--- config.mk ---
export PLATFORM = sky130hd
export DESIGN_NAME = dss_top
export DESIGN_NICKNAME = d
export VERILOG_FILES = /design/src/include/dss_pkg.sv /design/src/logic/dss_top.sv
export SDC_FILE = /design/constraint.sdc
export NUM_CORES = 1
export LEC_CHECK = 0
export BUFFER_PORTS_ARGS = -buffer_cell sky130_fd_sc_hd__buf_2
export CORE_MARGIN = 4
export CORE_UTILIZATION = 43
export CTS_CLUSTER_SIZE = 28
export DETAILED_ROUTE_END_ITERATION = 8
export PLACE_DENSITY = 0.67
export SLEW_MARGIN = 10
export SYNTH_ARGS = -nofsm -noshare
export SYNTH_HDL_FRONTEND = slang
export SYNTH_SLANG_ARGS = --single-unit
--- constraint.sdc ---
create_clock -name mclk_i -period 3 [get_ports mclk_i]
set_clock_uncertainty 0.2 [all_clocks]
set_input_delay 0.15 -clock mclk_i [delete_from_list [all_inputs] [get_ports mclk_i]]
set_output_delay 0.15 -clock mclk_i [all_outputs]
set_load 0.005 [all_outputs]
--- src/include/dss_pkg.sv ---
// dss_pkg: constants and types for the drive safety supervisor.
// assumes a 100 MHz core clock; all counts are in mclk_i cycles.
package dss_pkg;
  localparam int unsigned CLK_MHZ      = 100;
  // debounce settle time in microseconds
  localparam int unsigned DEB_US       = 20;
  localparam int unsigned DEB_CYC      = DEB_US * CLK_MHZ;
  localparam int unsigned DEB_W        = 12;
  // number of unit-select lines on the shared bus
  localparam int unsigned UNITS        = 4;
  // default unit index when no switch is fitted (line one)
  localparam logic [1:0]  UNIT_DEF     = 2'h0;
  // number of fixed disks that can be guarded individually
  localparam int unsigned FIXED        = 3;
  // run state machine
  typedef enum logic [1:0] {
    DSS_IDLE,
    DSS_RUN,
    DSS_STOP,
    DSS_EMER
  } dss_state_e;
endpackage : dss_pkg

--- src/logic/dss_top.sv ---
// dss_top: run/stop, emergency unload, safe lamp, write guard, unit decode.
// assumes spindle and positioner status come from logic on mclk_i;
// panel switches and the external request line are asynchronous pins.
`timescale 1ns/1ps
module dss_top #(
  parameter int unsigned DEB_CYC    = dss_pkg::DEB_CYC,
  parameter bit          HAS_SWITCH = 1'b1,
  parameter logic [1:0]  FIXED_UNIT = dss_pkg::UNIT_DEF
) (
  input  wire logic       mclk_i,
  input  wire logic       rst_i,
  input  wire logic       run_stop_btn_i,
  input  wire logic       guard_upper_sw_i,
  input  wire logic       guard_lower_sw_i,
  input  wire logic       ext_retract_req_n_i,
  input  wire logic       cart_seated_i,
  input  wire logic       power_ok_i,
  input  wire logic       disk_rotating_i,
  input  wire logic       heads_retracted_i,
  input  wire logic       speed_fault_i,
  input  wire logic       pos_fault_i,
  input  wire logic       write_fault_i,
  input  wire logic       write_active_i,
  input  wire logic [1:0] unit_sw_i,
  input  wire logic       split_en_i,
  input  wire logic [3:0] unit_sel_n_i,
  input  wire logic       guard_pulse_n_i,
  input  wire logic [1:0] fixed_sel_i,
  input  wire logic       ctl_start_i,
  input  wire logic       removable_sel_i,
  output logic            run_lamp_o,
  output logic            spin_en_o,
  output logic            unload_o,
  output logic            safe_lamp_o,
  output logic            cart_lock_o,
  output logic            write_guard_lamp_upper_o,
  output logic            write_guard_lamp_lower_o,
  output logic            write_inhibit_o,
  output logic            selected_o,
  output logic            split_half_o
);

  ////////////////////////////////////////////////////////////////////////
  // synchronise and debounce asynchronous pins
  localparam int unsigned NSYN = 6;
  // resting pin levels: guard pulse and retract request idle high
  localparam logic [NSYN-1:0] PIN_IDLE = 6'h28;
  logic [NSYN-1:0] raw;
  logic [NSYN-1:0] s1_r, s2_r, s3_r;
  logic [NSYN-1:0] deb_r;
  logic [dss_pkg::DEB_W-1:0] cnt_r [NSYN];

  assign raw = {guard_pulse_n_i, cart_seated_i, ext_retract_req_n_i,
                guard_lower_sw_i, guard_upper_sw_i, run_stop_btn_i};

  always_ff @(posedge mclk_i) begin
    if (rst_i) begin
      s1_r <= PIN_IDLE;
      s2_r <= PIN_IDLE;
      s3_r <= PIN_IDLE;
    end else begin
      s1_r <= raw;
      s2_r <= s1_r;
      s3_r <= s2_r;
    end
  end

  // level accepted when stages 2 and 3 agree for the settle time
  always_ff @(posedge mclk_i) begin
    for (int i = 0; i < NSYN; i++) begin
      if (rst_i) begin
        cnt_r[i] <= '0;
        deb_r[i] <= PIN_IDLE[i];
      end else if (s2_r[i] != s3_r[i] || s3_r[i] == deb_r[i]) begin
        cnt_r[i] <= '0;
      end else if (cnt_r[i] >= dss_pkg::DEB_W'(DEB_CYC - 1)) begin
        cnt_r[i] <= '0;
        deb_r[i] <= s3_r[i];
      end else begin
        cnt_r[i] <= cnt_r[i] + 1'b1;
      end
    end
  end

  logic btn_d, up_sw, lo_sw, ext_req, seated, gpulse;
  assign btn_d   = deb_r[0];
  assign up_sw   = deb_r[1];
  assign lo_sw   = deb_r[2];
  assign ext_req = ~deb_r[3];
  assign seated  = deb_r[4];
  assign gpulse  = ~deb_r[5];

  logic btn_prev_r, gp_prev_r;
  logic press, gp_edge;
  always_ff @(posedge mclk_i) begin
    if (rst_i) begin
      btn_prev_r <= 1'b0;
      gp_prev_r  <= 1'b0;
    end else begin
      btn_prev_r <= btn_d;
      gp_prev_r  <= gpulse;
    end
  end
  assign press   = btn_d & ~btn_prev_r;
  assign gp_edge = gpulse & ~gp_prev_r;

  ////////////////////////////////////////////////////////////////////////
  // fault and emergency conditions
  logic wchk_r;
  logic fault, emergency, start_ok;
  assign fault     = ~power_ok_i | speed_fault_i | pos_fault_i
                   | write_fault_i;
  assign emergency = fault | ext_req | wchk_r;
  assign start_ok  = seated & power_ok_i & ~fault & ~ext_req
                   & ~wchk_r;

  // write-check latch; a new fault wins over the press clear
  always_ff @(posedge mclk_i) begin
    if (rst_i) begin
      wchk_r <= 1'b0;
    end else if (write_fault_i) begin
      wchk_r <= 1'b1;
    end else if (press) begin
      wchk_r <= 1'b0;
    end
  end

  ////////////////////////////////////////////////////////////////////////
  // run/stop state machine
  dss_pkg::dss_state_e state_r, state_nxt;
  logic ctl_prev_r;
  logic ctl_start_req, ctl_stop_req;

  always_ff @(posedge mclk_i) begin
    if (rst_i) begin
      ctl_prev_r <= 1'b0;
    end else begin
      ctl_prev_r <= ctl_start_i;
    end
  end
  // start/stop line acts regardless of unit select
  assign ctl_start_req = ctl_start_i & ~ctl_prev_r;
  assign ctl_stop_req  = ~ctl_start_i & ctl_prev_r;

  always_comb begin
    state_nxt = state_r;
    unique case (state_r)
      dss_pkg::DSS_IDLE: begin
        if (emergency) begin
          state_nxt = dss_pkg::DSS_EMER;
        end else if ((press | ctl_start_req) && start_ok) begin
          state_nxt = dss_pkg::DSS_RUN;
        end
      end
      dss_pkg::DSS_RUN: begin
        if (emergency) begin
          state_nxt = dss_pkg::DSS_EMER;
        end else if (press | ctl_stop_req) begin
          state_nxt = dss_pkg::DSS_STOP;
        end
      end
      dss_pkg::DSS_STOP: begin
        if (emergency) begin
          state_nxt = dss_pkg::DSS_EMER;
        end else if (!disk_rotating_i && heads_retracted_i) begin
          state_nxt = dss_pkg::DSS_IDLE;
        end
      end
      dss_pkg::DSS_EMER: begin
        if (!emergency && !disk_rotating_i && heads_retracted_i) begin
          state_nxt = dss_pkg::DSS_IDLE;
        end
      end
    endcase
  end

  always_ff @(posedge mclk_i) begin
    if (rst_i) begin
      state_r <= dss_pkg::DSS_IDLE;
    end else begin
      state_r <= state_nxt;
    end
  end

  ////////////////////////////////////////////////////////////////////////
  // lamps, spindle, head unload and cartridge lock
  logic safe_nxt;
  assign safe_nxt = power_ok_i & ~disk_rotating_i & heads_retracted_i
                  & ~emergency
                  & (state_nxt == dss_pkg::DSS_IDLE);

  always_ff @(posedge mclk_i) begin
    if (rst_i) begin
      run_lamp_o  <= 1'b0;
      spin_en_o   <= 1'b0;
      unload_o    <= 1'b0;
      safe_lamp_o <= 1'b0;
      cart_lock_o <= 1'b1;
    end else begin
      run_lamp_o  <= (state_nxt == dss_pkg::DSS_RUN);
      spin_en_o   <= (state_nxt == dss_pkg::DSS_RUN);
      // emergency retracts at once; a stop waits for write/erase
      unload_o    <= (state_nxt == dss_pkg::DSS_EMER)
                   | ((state_nxt == dss_pkg::DSS_STOP)
                      & ~write_active_i);
      safe_lamp_o <= safe_nxt;
      cart_lock_o <= ~safe_nxt;
    end
  end

  a_run_dark_emer: assert property (@(posedge mclk_i) disable iff (rst_i)
    emergency |=> !run_lamp_o)
    else $error("run lamp lit during emergency");
  a_lock_vs_safe: assert property (@(posedge mclk_i) disable iff (rst_i)
    cart_lock_o == !safe_lamp_o)
    else $error("cartridge lock not inverse of safe lamp");
  a_safe_cond: assert property (@(posedge mclk_i) disable iff (rst_i)
    safe_lamp_o |-> $past(power_ok_i) && !$past(disk_rotating_i)
                    && $past(heads_retracted_i))
    else $error("safe lamp lit while unsafe");
  a_ext_unload: assert property (@(posedge mclk_i) disable iff (rst_i)
    ext_req |=> unload_o)
    else $error("retract request did not unload heads");
  a_fault_unload: assert property (@(posedge mclk_i) disable iff (rst_i)
    (pos_fault_i || speed_fault_i || !power_ok_i) |=> unload_o)
    else $error("fault did not unload heads");
  a_stop_hold: assert property (@(posedge mclk_i) disable iff (rst_i)
    (state_r == dss_pkg::DSS_STOP && write_active_i && !emergency)
      |=> !unload_o)
    else $error("heads unloaded during write in stop");
  a_start_refused: assert property (@(posedge mclk_i) disable iff (rst_i)
    (state_r == dss_pkg::DSS_IDLE && !start_ok) |=> !run_lamp_o)
    else $error("started while start inhibited");
  a_wchk_unsafe: assert property (@(posedge mclk_i) disable iff (rst_i)
    wchk_r |=> !safe_lamp_o)
    else $error("safe after write fault without press");

  ////////////////////////////////////////////////////////////////////////
  // write guard: switches plus latched per-disk controller guard
  logic [dss_pkg::FIXED-1:0] soft_guard_r;
  logic up_guard_r, lo_guard_r;
  logic [dss_pkg::FIXED-1:0] fix_guard;

  always_ff @(posedge mclk_i) begin
    if (rst_i) begin
      soft_guard_r <= '0;
    end else if (gp_edge && selected_o && !lo_sw
                 && fixed_sel_i < 2'(dss_pkg::FIXED)) begin
      soft_guard_r[fixed_sel_i] <= 1'b1;
    end else if (press && !write_active_i) begin
      soft_guard_r <= '0;
    end
  end

  // switch state applied only between write/erase operations
  always_ff @(posedge mclk_i) begin
    if (rst_i) begin
      up_guard_r <= 1'b0;
      lo_guard_r <= 1'b0;
    end else if (!write_active_i) begin
      up_guard_r <= up_sw;
      lo_guard_r <= lo_sw;
    end
  end

  assign fix_guard = {dss_pkg::FIXED{lo_guard_r}} | soft_guard_r;

  always_ff @(posedge mclk_i) begin
    if (rst_i) begin
      write_guard_lamp_upper_o <= 1'b0;
      write_guard_lamp_lower_o <= 1'b0;
      write_inhibit_o          <= 1'b1;
    end else begin
      write_guard_lamp_upper_o <= up_guard_r;
      // lamps show switch state; controller guard only inhibits
      write_guard_lamp_lower_o <= lo_guard_r;
      write_inhibit_o <= removable_sel_i ? up_guard_r
                       : (fixed_sel_i < 2'(dss_pkg::FIXED)
                          ? fix_guard[fixed_sel_i] : 1'b1);
    end
  end

  a_guard_frozen: assert property (@(posedge mclk_i) disable iff (rst_i)
    (write_active_i && $past(write_active_i))
      |-> $stable(up_guard_r) && $stable(lo_guard_r))
    else $error("guard changed during write");

  ////////////////////////////////////////////////////////////////////////
  // unit number decode on the shared daisy-chained bus
  logic [1:0] unit_idx;
  logic [1:0] unit_sw_r;
  logic [3:0] sel;

  always_ff @(posedge mclk_i) begin
    if (rst_i) begin
      unit_sw_r <= dss_pkg::UNIT_DEF;
    end else if (!write_active_i) begin
      unit_sw_r <= unit_sw_i;
    end
  end

  assign unit_idx = HAS_SWITCH ? unit_sw_r : FIXED_UNIT;
  assign sel      = ~unit_sel_n_i;

  always_ff @(posedge mclk_i) begin
    if (rst_i) begin
      selected_o   <= 1'b0;
      split_half_o <= 1'b0;
    end else if (split_en_i) begin
      // pair of adjacent units: even answers half 0, odd answers half 1
      selected_o   <= sel[{unit_idx[1], 1'b0}]
                    | sel[{unit_idx[1], 1'b1}];
      split_half_o <= sel[{unit_idx[1], 1'b1}];
    end else begin
      selected_o   <= sel[unit_idx];
      split_half_o <= 1'b0;
    end
  end

  a_sel_decode: assert property (@(posedge mclk_i) disable iff (rst_i)
    (!split_en_i && HAS_SWITCH && $stable(unit_sw_r))
      |=> selected_o == !$past(unit_sel_n_i[unit_sw_r]))
    else $error("unit select decode wrong");

endmodule : dss_top

==> results of run 1 <==
==> flip-flops by register name, summed over array words and instances, names as in the netlist, 2 cells and up <==
| name | flops |
|---|---|
| s1_r | 6 |
| s3_r | 6 |
| soft_guard_r | 3 |
| s2_r | 6 |
| state_r | 2 |
| deb_r | 6 |
| unit_idx | 2 |
| cnt_r | 72 |
==> layout make-up <==
type                            instances  share of cell area [%]
Clock buffer                           29                   8.993
Clock inverter                          3                  0.2371
Inverter                               19                   1.040
Multi-Input combinational cell        421                   34.82
Sequential cell                       118                   44.95
Tap cell                              168                   3.065
Timing Repair Buffer                   65                   6.895
==> where the power goes <==
group	total, uW	internal [uW]	leakage (uW)	switching [uW]
sequential	1830	1780	0.00112	48.2
clock	2050	1390	0.000316	656
combinational	171	86.3	0.00122	84.5
total	4050	3260	0.00265	789
==> placed cells by master, fill, tap and decap left out, types with 2 or more instances in the layout <==
cell type and n:
and3b_1 2, nand4_1 8, or4_1 2, clkbuf_16 22, a22oi_1 2, clkbuf_8 4, nand2_1 21, nor3_1 19
and2_1 2, o211ai_1 5, a311o_1 5, edfxtp_1 72, clkinv_2 2, nor4_1 4, mux2i_1 8, and4_1 8
dlygate4sd3_1 29, inv_1 19, nand2b_1 6, xor2_1 16, and3_1 3, nand3_1 26, buf_2 35, xnor2_1 34
o22ai_1 4, conb_1 78, a31oi_1 5, ha_1 6, nor2_1 95, a21oi_1 11, or4b_2 2, o21ai_0 4
nor3b_1 2, dfxtp_1 46, a211oi_1 3, clkbuf_1 3, nor2b_1 20, or2_2 6
==> cell families (layout without fill, tap and decap cells) <==
group,count (synthesis),in the layout,synth area share (%)
AND/OR/NAND/NOR,232,232,21.81
flip-flops,118,118,57.85
XOR/XNOR,50,50,8.218
AO/OA/AOI/OAI,46,46,6.175
buffers and inverters,35,116,2.677
multiplexers,9,9,1.714
adder cells (fa/ha/maj),6,6,1.409
other,2,78,0.1409
==> cells in the mapped netlist (all sizes together), types with 3 or more instances <==
cell	number
a211oi	3
a21oi	11
a311o	5
a31oi	5
and3	4
and4	8
buf	5
clkbuf	11
dfxtp	46
edfxtp	72
ha	6
inv	19
mux2i	8
nand2	21
nand2b	6
nand3	26
nand4	8
nor2	95
nor2b	20
nor3	19
nor4	4
o211ai	5
o21ai	4
o22ai	4
or2	6
or4	3
xnor2	34
xor2	16
==> metal layers <==
metal,global-route usage (%),up-vias
met5,0,-
met4,5.440,0
met3,4.463,10
met2,24.13,61
met1,17.89,1790
li1,-,1986
==> through the flow <==
step                      utilization, %  setup slack [ns]  cells
after floorplan                        -            0.8361    574
after global placement             49.21            0.7707    762
after detailed placement           49.21            0.7105    762
after CTS                          56.87            0.2859    823
after global routing               56.87            0.1326    823
final                              56.87            0.2481    823
==> path summary, 6_finish.rpt <==
path                       from     endpoint  slack [ns]  cells after the start
setup / recovery  write_fault_i  cart_lock_o        0.25                      7
hold / removal    speed_fault_i   state_r[1]        0.07                      5
setup reg to reg       deb_r[3]  cart_lock_o        0.33                      5
hold reg to reg         s1_r[3]      s2_r[3]        0.21                      1
==> worst max-delay path: cells and delay by family <==
family                 cells  cell delay [ns]
AND/OR/NAND/NOR            4             1.44
buffers and inverters      3             1.25
==> what timing repair did <==
item	CTS	global route
endpoints found under the hold margin	25	0
hold buffers	29	0
resized for setup	0	0
endpoints found under the setup margin	0	0
==> flow_summary.ini, run 1 <==
[clock_network]
post_cts_buffers = 0
clk_latency_ns = 0.40
clock_sinks = 118
ctsLongestPathBuffers = 2
h-tree-depth = 4
tritoncts = yes
cts-buffers-inserted = 17
root_buffer = clkbuf_16
path_clk_slew_ns = 0.05

[logic_synthesis]
seq_area_frac_synth_pct = 57.85
synth_area_leaders = edfxtp_1 41%, dfxtp_1 17%, nor2_1 6.7%, xnor2_1 5.6%, xor2_1 2.6%
avgSynthCellArea_um2 = 10.70
synth_area_um2 = 5329
ys_seq_elements = 118
yosys_warnings = 0
synthArstFlopShare_pct = 0
synth_largest_area_cell = edfxtp_1
synth_flop_cell = edfxtp_1
yosysTopAreaCellShare_pct = 40.57
synth_edf_count = 72
synthCells = 498
yosysUniqueCellTypes = 50

[timing]
finalMaxSlewViolations = 0
fmax_mhz = 363.4
rsz0062_at_grt = no
relSlewSlack_pct = 65.25
hold_violations = 0
finalSetupTns_ns = 0
fin_crit_ns = 2.752
setup-violations-final = 0
timing.hold.ws_ns = 0.06721
layout_worst_path_cycle_share_pct = 91.73
tightest_slew_ns = 0.5140

[layout]
design_area_um2 = 6859
area_growth_syn_to_layout_pct = 28.72
multi_input_area_um2 = 2389
num-fill-cells = 1030
drive_gt1_share_pct = 11.76
layout.area.seq_um2 = 3083
antenna_cells = 0
layout.nets = 674

[grt]
grt_use_total_pct = 14.56
grt_max_degree = 27
first_global_vias = 3897
grt_pass1_wl_mm = 16.87
overflow = 0
antenna_found_initial = 0

[worst_setup_path]
crit_required_ns = 3.08
worstPathArrival_ns = 2.84
max_stage_delay_ns = 0.57
startpoint_type = primary input
cp_cell_sequence = dlygate4sd3_1 -> buf_2 -> nor4b_1 -> nand3b_1 -> or4_1 -> nand4b_1 -> dlygate4sd3_1
end_kind = register
cp_max_fo = 3
critical_path_class = in -> reg
critPathSlowestCell = dlygate4sd3_1
crit_top_cell = dlygate4sd3_1

[floorplan]
die_w_um = 119.3
die-area_um2 = 14240
initial_core_util_pct = 44.18
die_y_um = 119.3
core_region_area_um2 = 12060
num_rows = 40
ios = 36

[status]
status = finished, final reports clean

[placement]
gp_congestion = 0.7794
port_buffers = 35
hpwl_mm = 6.743
post_dp_cell_area_um2 = 5936

[route]
wirelength_mm = 9.555
wl_per_cell_um = 11.61
antenna_left = 0
met3_length_um = 381
top_layer = met4
firstDrtPassIters = 5
via_count = 3847
wl_met2_mm = 4.647
drc = 0
first_iter_violations = 135
via_per_inst = 4.674
wl_met1_mm = 4.393

[pwr]
ir_worst_vdd_uv = 349.8
power.total_uw = 4045
power.leakage_uw = 0.002652
powerDensity_nw_per_um2 = 589.7

[flow_run]
maxCapViolCount = 0

[min_path]
hold_path.class = in -> reg
(Power assumes the default switching activity.)
==> run 2, diff against run 1 <==
--- a/config.mk
+++ b/config.mk
@@ -11,6 +11,7 @@
 export CTS_CLUSTER_SIZE = 28
 export DETAILED_ROUTE_END_ITERATION = 8
 export PLACE_DENSITY = 0.67
+export RECOVER_POWER = 50
 export SLEW_MARGIN = 10
 export SYNTH_ARGS = -nofsm -noshare
 export SYNTH_HDL_FRONTEND = slang
==> flow_summary.ini, run 2 (synthesized netlist as in run 1, its figures left out) <==
[status]
status = finished, final reports clean

[timing]
tightest_slew_ns = 1.010
hold_violations = 0
timing.hold.ws_ns = 0.06413
rsz0062_at_grt = no
finalMaxSlewViolations = 0
finalSetupTns_ns = 0
fmax_mhz = 365.3
fin_crit_ns = 2.738
setup-violations-final = 0
relSlewSlack_pct = 32.66
layout_worst_path_cycle_share_pct = 91.26

[worst_setup_path]
worstPathArrival_ns = 2.82
end_kind = register
critical_path_class = in -> reg
timing.rr.start = deb_r[3]
cp_cell_sequence = dlygate4sd3_1 -> clkbuf_1 -> nor4b_1 -> nand3b_1 -> or4_1 -> nand4b_1 -> dlygate4sd3_1
cp_max_fo = 3
critPathSlowestCell = dlygate4sd3_1
crit_required_ns = 3.08
reg2reg_slack_ns = 0.34
crit_top_cell = dlygate4sd3_1
crit_path_start = write_fault_i
max_stage_delay_ns = 0.57
startpoint_type = primary input

[pwr]
powerDensity_nw_per_um2 = 589.9
power.total_uw = 4040
power.leakage_uw = 0.002626
ir_worst_vdd_uv = 345.0

[floorplan]
ios = 36
die_y_um = 119.3
initial_core_util_pct = 44.18
die_w_um = 119.3
core_region_area_um2 = 12060
die-area_um2 = 14240
num_rows = 40

[placement]
port_buffers = 35
hpwl_mm = 6.743
gp_congestion = 0.7794

[grt]
grt_pass1_wl_mm = 16.87
antenna_found_initial = 0
overflow = 0
first_global_vias = 3897
grt_max_degree = 27
grt_use_total_pct = 14.56

[layout]
drive_gt1_share_pct = 10.53
utilization_pct = 56.78
largest_reg_flops = 72
layout_common_cells = 95 x nor2_1, 78 x conb_1, 72 x edfxtp_1
area_growth_syn_to_layout_pct = 28.53
antenna_cells = 0
num-fill-cells = 1035
regMostFlops = cnt_r
layout.nets = 674
final_common_cell = nor2_1

[clock_network]
clk_latency_ns = 0.40
ctsLongestPathBuffers = 2
root_buffer = clkbuf_16
path_clk_slew_ns = 0.05
cts-buffers-inserted = 17
tritoncts = yes
post_cts_buffers = 0
clock_sinks = 118
cts_resized = 0
postCtsHoldBufs = 29
h-tree-depth = 4

[min_path]
min-delay-start = speed_fault_i
hold_path.class = in -> reg

[flow_run]
maxCapViolCount = 0

[route]
wirelength_mm = 9.535
antenna_left = 0
firstDrtPassIters = 6
via_per_inst = 4.667
drc = 0
first_iter_violations = 140
via_count = 3841
wl_per_cell_um = 11.59
-- run 2: path summary, 6_finish.rpt --
path                       to  depth (start not counted)
hold reg to reg       s2_r[3]                          1
hold / removal     state_r[1]                          5
setup reg to reg  cart_lock_o                          5
setup / recovery  cart_lock_o                          7
-- run 2: per-layer routing --
layer	up-vias	GRT usage (%)	routed length (um)	share of wire, %
li1	1986	-	-	-
met1	1794	17.89	4378	46
met2	57	24.13	4734	50
met3	4	4.463	359	3.8
met4	0	5.440	62	0.65
met5	-	0	0	0
-- run 2: worst max-delay path: cells and delay by family --
family                 cells  cell delay (ns)
buffers and inverters      3             1.23
AND/OR/NAND/NOR            4             1.42
-- run 2: final cells by class --
| type | count | area (um^2) | area share [%] |
|---|---|---|---|
| Timing Repair Buffer | 65 | 462.9 | 6.759 |
| Multi-Input combinational cell | 421 | 2389 | 34.87 |
| Clock inverter | 3 | 16.27 | 0.2375 |
| Sequential cell | 118 | 3083 | 45.01 |
| Tap cell | 168 | 210.2 | 3.069 |
| Inverter | 19 | 71.32 | 1.041 |
| Clock buffer | 29 | 616.8 | 9.006 |
-- run 2: metrics by stage --
| step | cell area, um^2 | cells | worst slack [ns] |
|---|---|---|---|
| 4_1_cts | 6859 | 823 | 0.2859 |
| 6_report | 6849 | 823 | 0.2623 |
| 3_3_place_gp | 5936 | 762 | 0.7707 |
| 3_5_place_dp | 5936 | 762 | 0.7105 |
| 5_1_grt | 6849 | 823 | 0.1155 |
| 2_1_floorplan | 5614 | 574 | 0.8361 |
-- run 2: where the power goes --
group          leakage [uW]  total (uW)  switching, uW  internal (uW)
Clock              0.000316        2040            652           1390
Sequential          0.00112        1830           48.1           1780
Combinational       0.00119         169           84.1           85.3
Total               0.00263        4040            784           3260
==> run 3, diff against run 2 <==
--- a/config.mk
+++ b/config.mk
@@ -6,6 +6,7 @@
 export NUM_CORES = 1
 export LEC_CHECK = 0
 export BUFFER_PORTS_ARGS = -buffer_cell sky130_fd_sc_hd__buf_2
+export CORE_ASPECT_RATIO = 0.9
 export CORE_MARGIN = 4
 export CORE_UTILIZATION = 43
 export CTS_CLUSTER_SIZE = 28
==> constraint.sdc (replaced) <==
create_clock -name mclk_i -period 3.2 [get_ports mclk_i]
set_clock_uncertainty 0.2 [all_clocks]
set_input_delay 0.16 -clock mclk_i [delete_from_list [all_inputs] [get_ports mclk_i]]
set_output_delay 0.16 -clock mclk_i [all_outputs]
set_load 0.005 [all_outputs]
==> flow_summary.ini, run 3 (synthesized netlist as in run 1, its figures left out) <==
[min_path]
hold_path_end = state_r[1]
min-delay-start = speed_fault_i
hold_depth = 5
hold_path.class = in -> reg

[placement]
gp_congestion = 0.7813
hpwl_mm = 6.802
place_ws_ns = 0.8627
port_buffers = 35
post_dp_cell_area_um2 = 5926

[timing]
tightest_slew_ns = 1.435
finalSetupTns_ns = 0
fmax_mhz = 374.5
relSlewSlack_pct = 4.305
setup_slack_ns = 0.5300
rsz0062_at_grt = no
fin_crit_ns = 2.670
finalMaxSlewViolations = 0
layout_worst_path_cycle_share_pct = 83.44
hold_violations = 0
setup-violations-final = 0

[pwr]
p_clk_share_pct = 52.4
p_comb_share_pct = 4.0
power.leakage_uw = 0.002598
internal-power_uw = 3133
power_switching_uw = 790.6
swShare_pct = 20.15
seq_power_share_pct = 43.7
powerDensity_nw_per_um2 = 576.4
ir_worst_vdd_uv = 495.4

[worst_setup_path]
cp.buffers_inverters = 3
startpoint_type = primary input
timing.rr.start = deb_r[3]
worstPathArrival_ns = 2.76
critical_path_class = in -> reg
crit_top_cell = dlygate4sd3_1
end_kind = register
max_stage_delay_ns = 0.59
reg2reg_slack_ns = 0.59
crit_required_ns = 3.29
critPathSlowestCell = dlygate4sd3_1
cp_top_family = simple AND/OR/NAND/NOR gates
cp_cell_sequence = dlygate4sd3_1 -> clkbuf_1 -> nor4b_1 -> nand3b_1 -> or4_1 -> nand4b_1 -> dlygate4sd3_1
cp_max_fo = 3
rr_endpoint = cart_lock_o
reg2regPathDepth = 5

[clock_network]
clk_latency_ns = 0.41
ctsLongestPathBuffers = 2
clock_sinks = 118
tritoncts = yes
h-tree-depth = 4
cts-buffers-inserted = 17
path_clk_slew_ns = 0.05
post_cts_buffers = 0
root_buffer = clkbuf_16

[route]
via_per_inst = 4.805
via_count = 3897
first_iter_violations = 153
firstDrtPassIters = 4
antenna_left = 0
wl_per_cell_um = 12.48
wirelength_mm = 10.12
drc = 0

[layout]
regMostFlops = cnt_r
area_growth_syn_to_layout_pct = 27.73
design_area_um2 = 6807
drive_gt1_share_pct = 10.29
final_common_cell = nor2_1
antenna_cells = 0
largest_reg_flops = 72
layout_common_cells = 95 x nor2_1, 78 x conb_1, 72 x edfxtp_1
layout.nets = 670
utilization_pct = 56.36

[grt]
antenna_found_initial = 0
grt_max_degree = 33
first_global_vias = 3848
grt_pass1_wl_mm = 17.13
grt_use_total_pct = 14.85
overflow = 0

[flow_run]
maxCapViolCount = 0

[floorplan]
die_y_um = 113.6
core_region_area_um2 = 12080
num_rows = 38
initial_core_util_pct = 44.13
ios = 36
die-area_um2 = 14240
die_w_um = 125.3

[status]
status = finished, final reports clean
## run 3: cell types whose count changed in the layout (fill, tap and decap cells not counted), moves of 2 or more
cell and change:
dlygate4sd3_1 -4, bufinv_16 +4, clkbuf_8 -4, clkinv_4 +2
clkbuf_16 -3, clkinvlp_4 +2
## run 3: worst max-delay path by stage
| stage | to | slack [ns] | depth (start not counted) | from |
|---|---|---|---|---|
| after floorplan | cnt_r[5][10] | 1.04 | 6 | cnt_r[5][0] |
| final | cart_lock_o | 0.53 | 7 | write_fault_i |
| after detailed placement | cnt_r[4][9] | 0.86 | 5 | cnt_r[4][0] |
| after global routing | cart_lock_o | 0.29 | 7 | write_fault_i |
| after global placement | cnt_r[4][0] | 0.93 | 5 | cnt_r[4][0] |
| after CTS | cart_lock_o | 0.55 | 7 | write_fault_i |
## run 3: metal layers
metal	GRT usage, %	wire [um]	up-vias
met5	0	0	-
met4	6.069	168	0
met3	4.354	394	16
met2	25.58	4950	71
met1	17.54	4609	1847
li1	-	-	1963
## run 3: worst reg2reg max path, stage by stage (launching register included)
cell and delay (ns):
dfxtp_1 0.39, nor4b_1 0.39, nand3b_1 0.19, or4_1 0.55, nand4b_1 0.19, dlygate4sd3_1 0.59
## run 3: through the flow
stage	hold WS, ns	power [uW]	instances
2_1_floorplan	0.06381	1821	574
4_1_cts	0.005613	3958	811
3_5_place_dp	0.1539	1871	754
6_report	0.01616	3923	811
3_3_place_gp	0.1462	1864	754
5_1_grt	0.04889	4055	811
## run 3: final cells by class
class | count | area (um^2)
well taps | 160 | 200.2
repair buffers | 61 | 417.9
flip-flops and latches | 118 | 3083
clock buffers | 20 | 479.2
inverters | 19 | 71.32
fillers | 1072 | 5270
multi-input cells | 421 | 2384
clock inverters | 12 | 171.4
## run 3: timing repair
item | CTS | global route
hold buffers | 25 | 0
gates resized for setup | 0 | 0
endpoints found under the hold margin | 22 | 0
setup endpoints to repair | 0 | 0
## run 3: power by group through the flow
stage | sequential (uW) | combinational, uW | clock [uW]
2_1_floorplan | 1730 | 92.5 | 0
3_3_place_gp | 1740 | 125 | 0
3_5_place_dp | 1740 | 128 | 0
4_1_cts | 1710 | 153 | 2090
5_1_grt | 1720 | 177 | 2160
6_report | 1710 | 156 | 2050
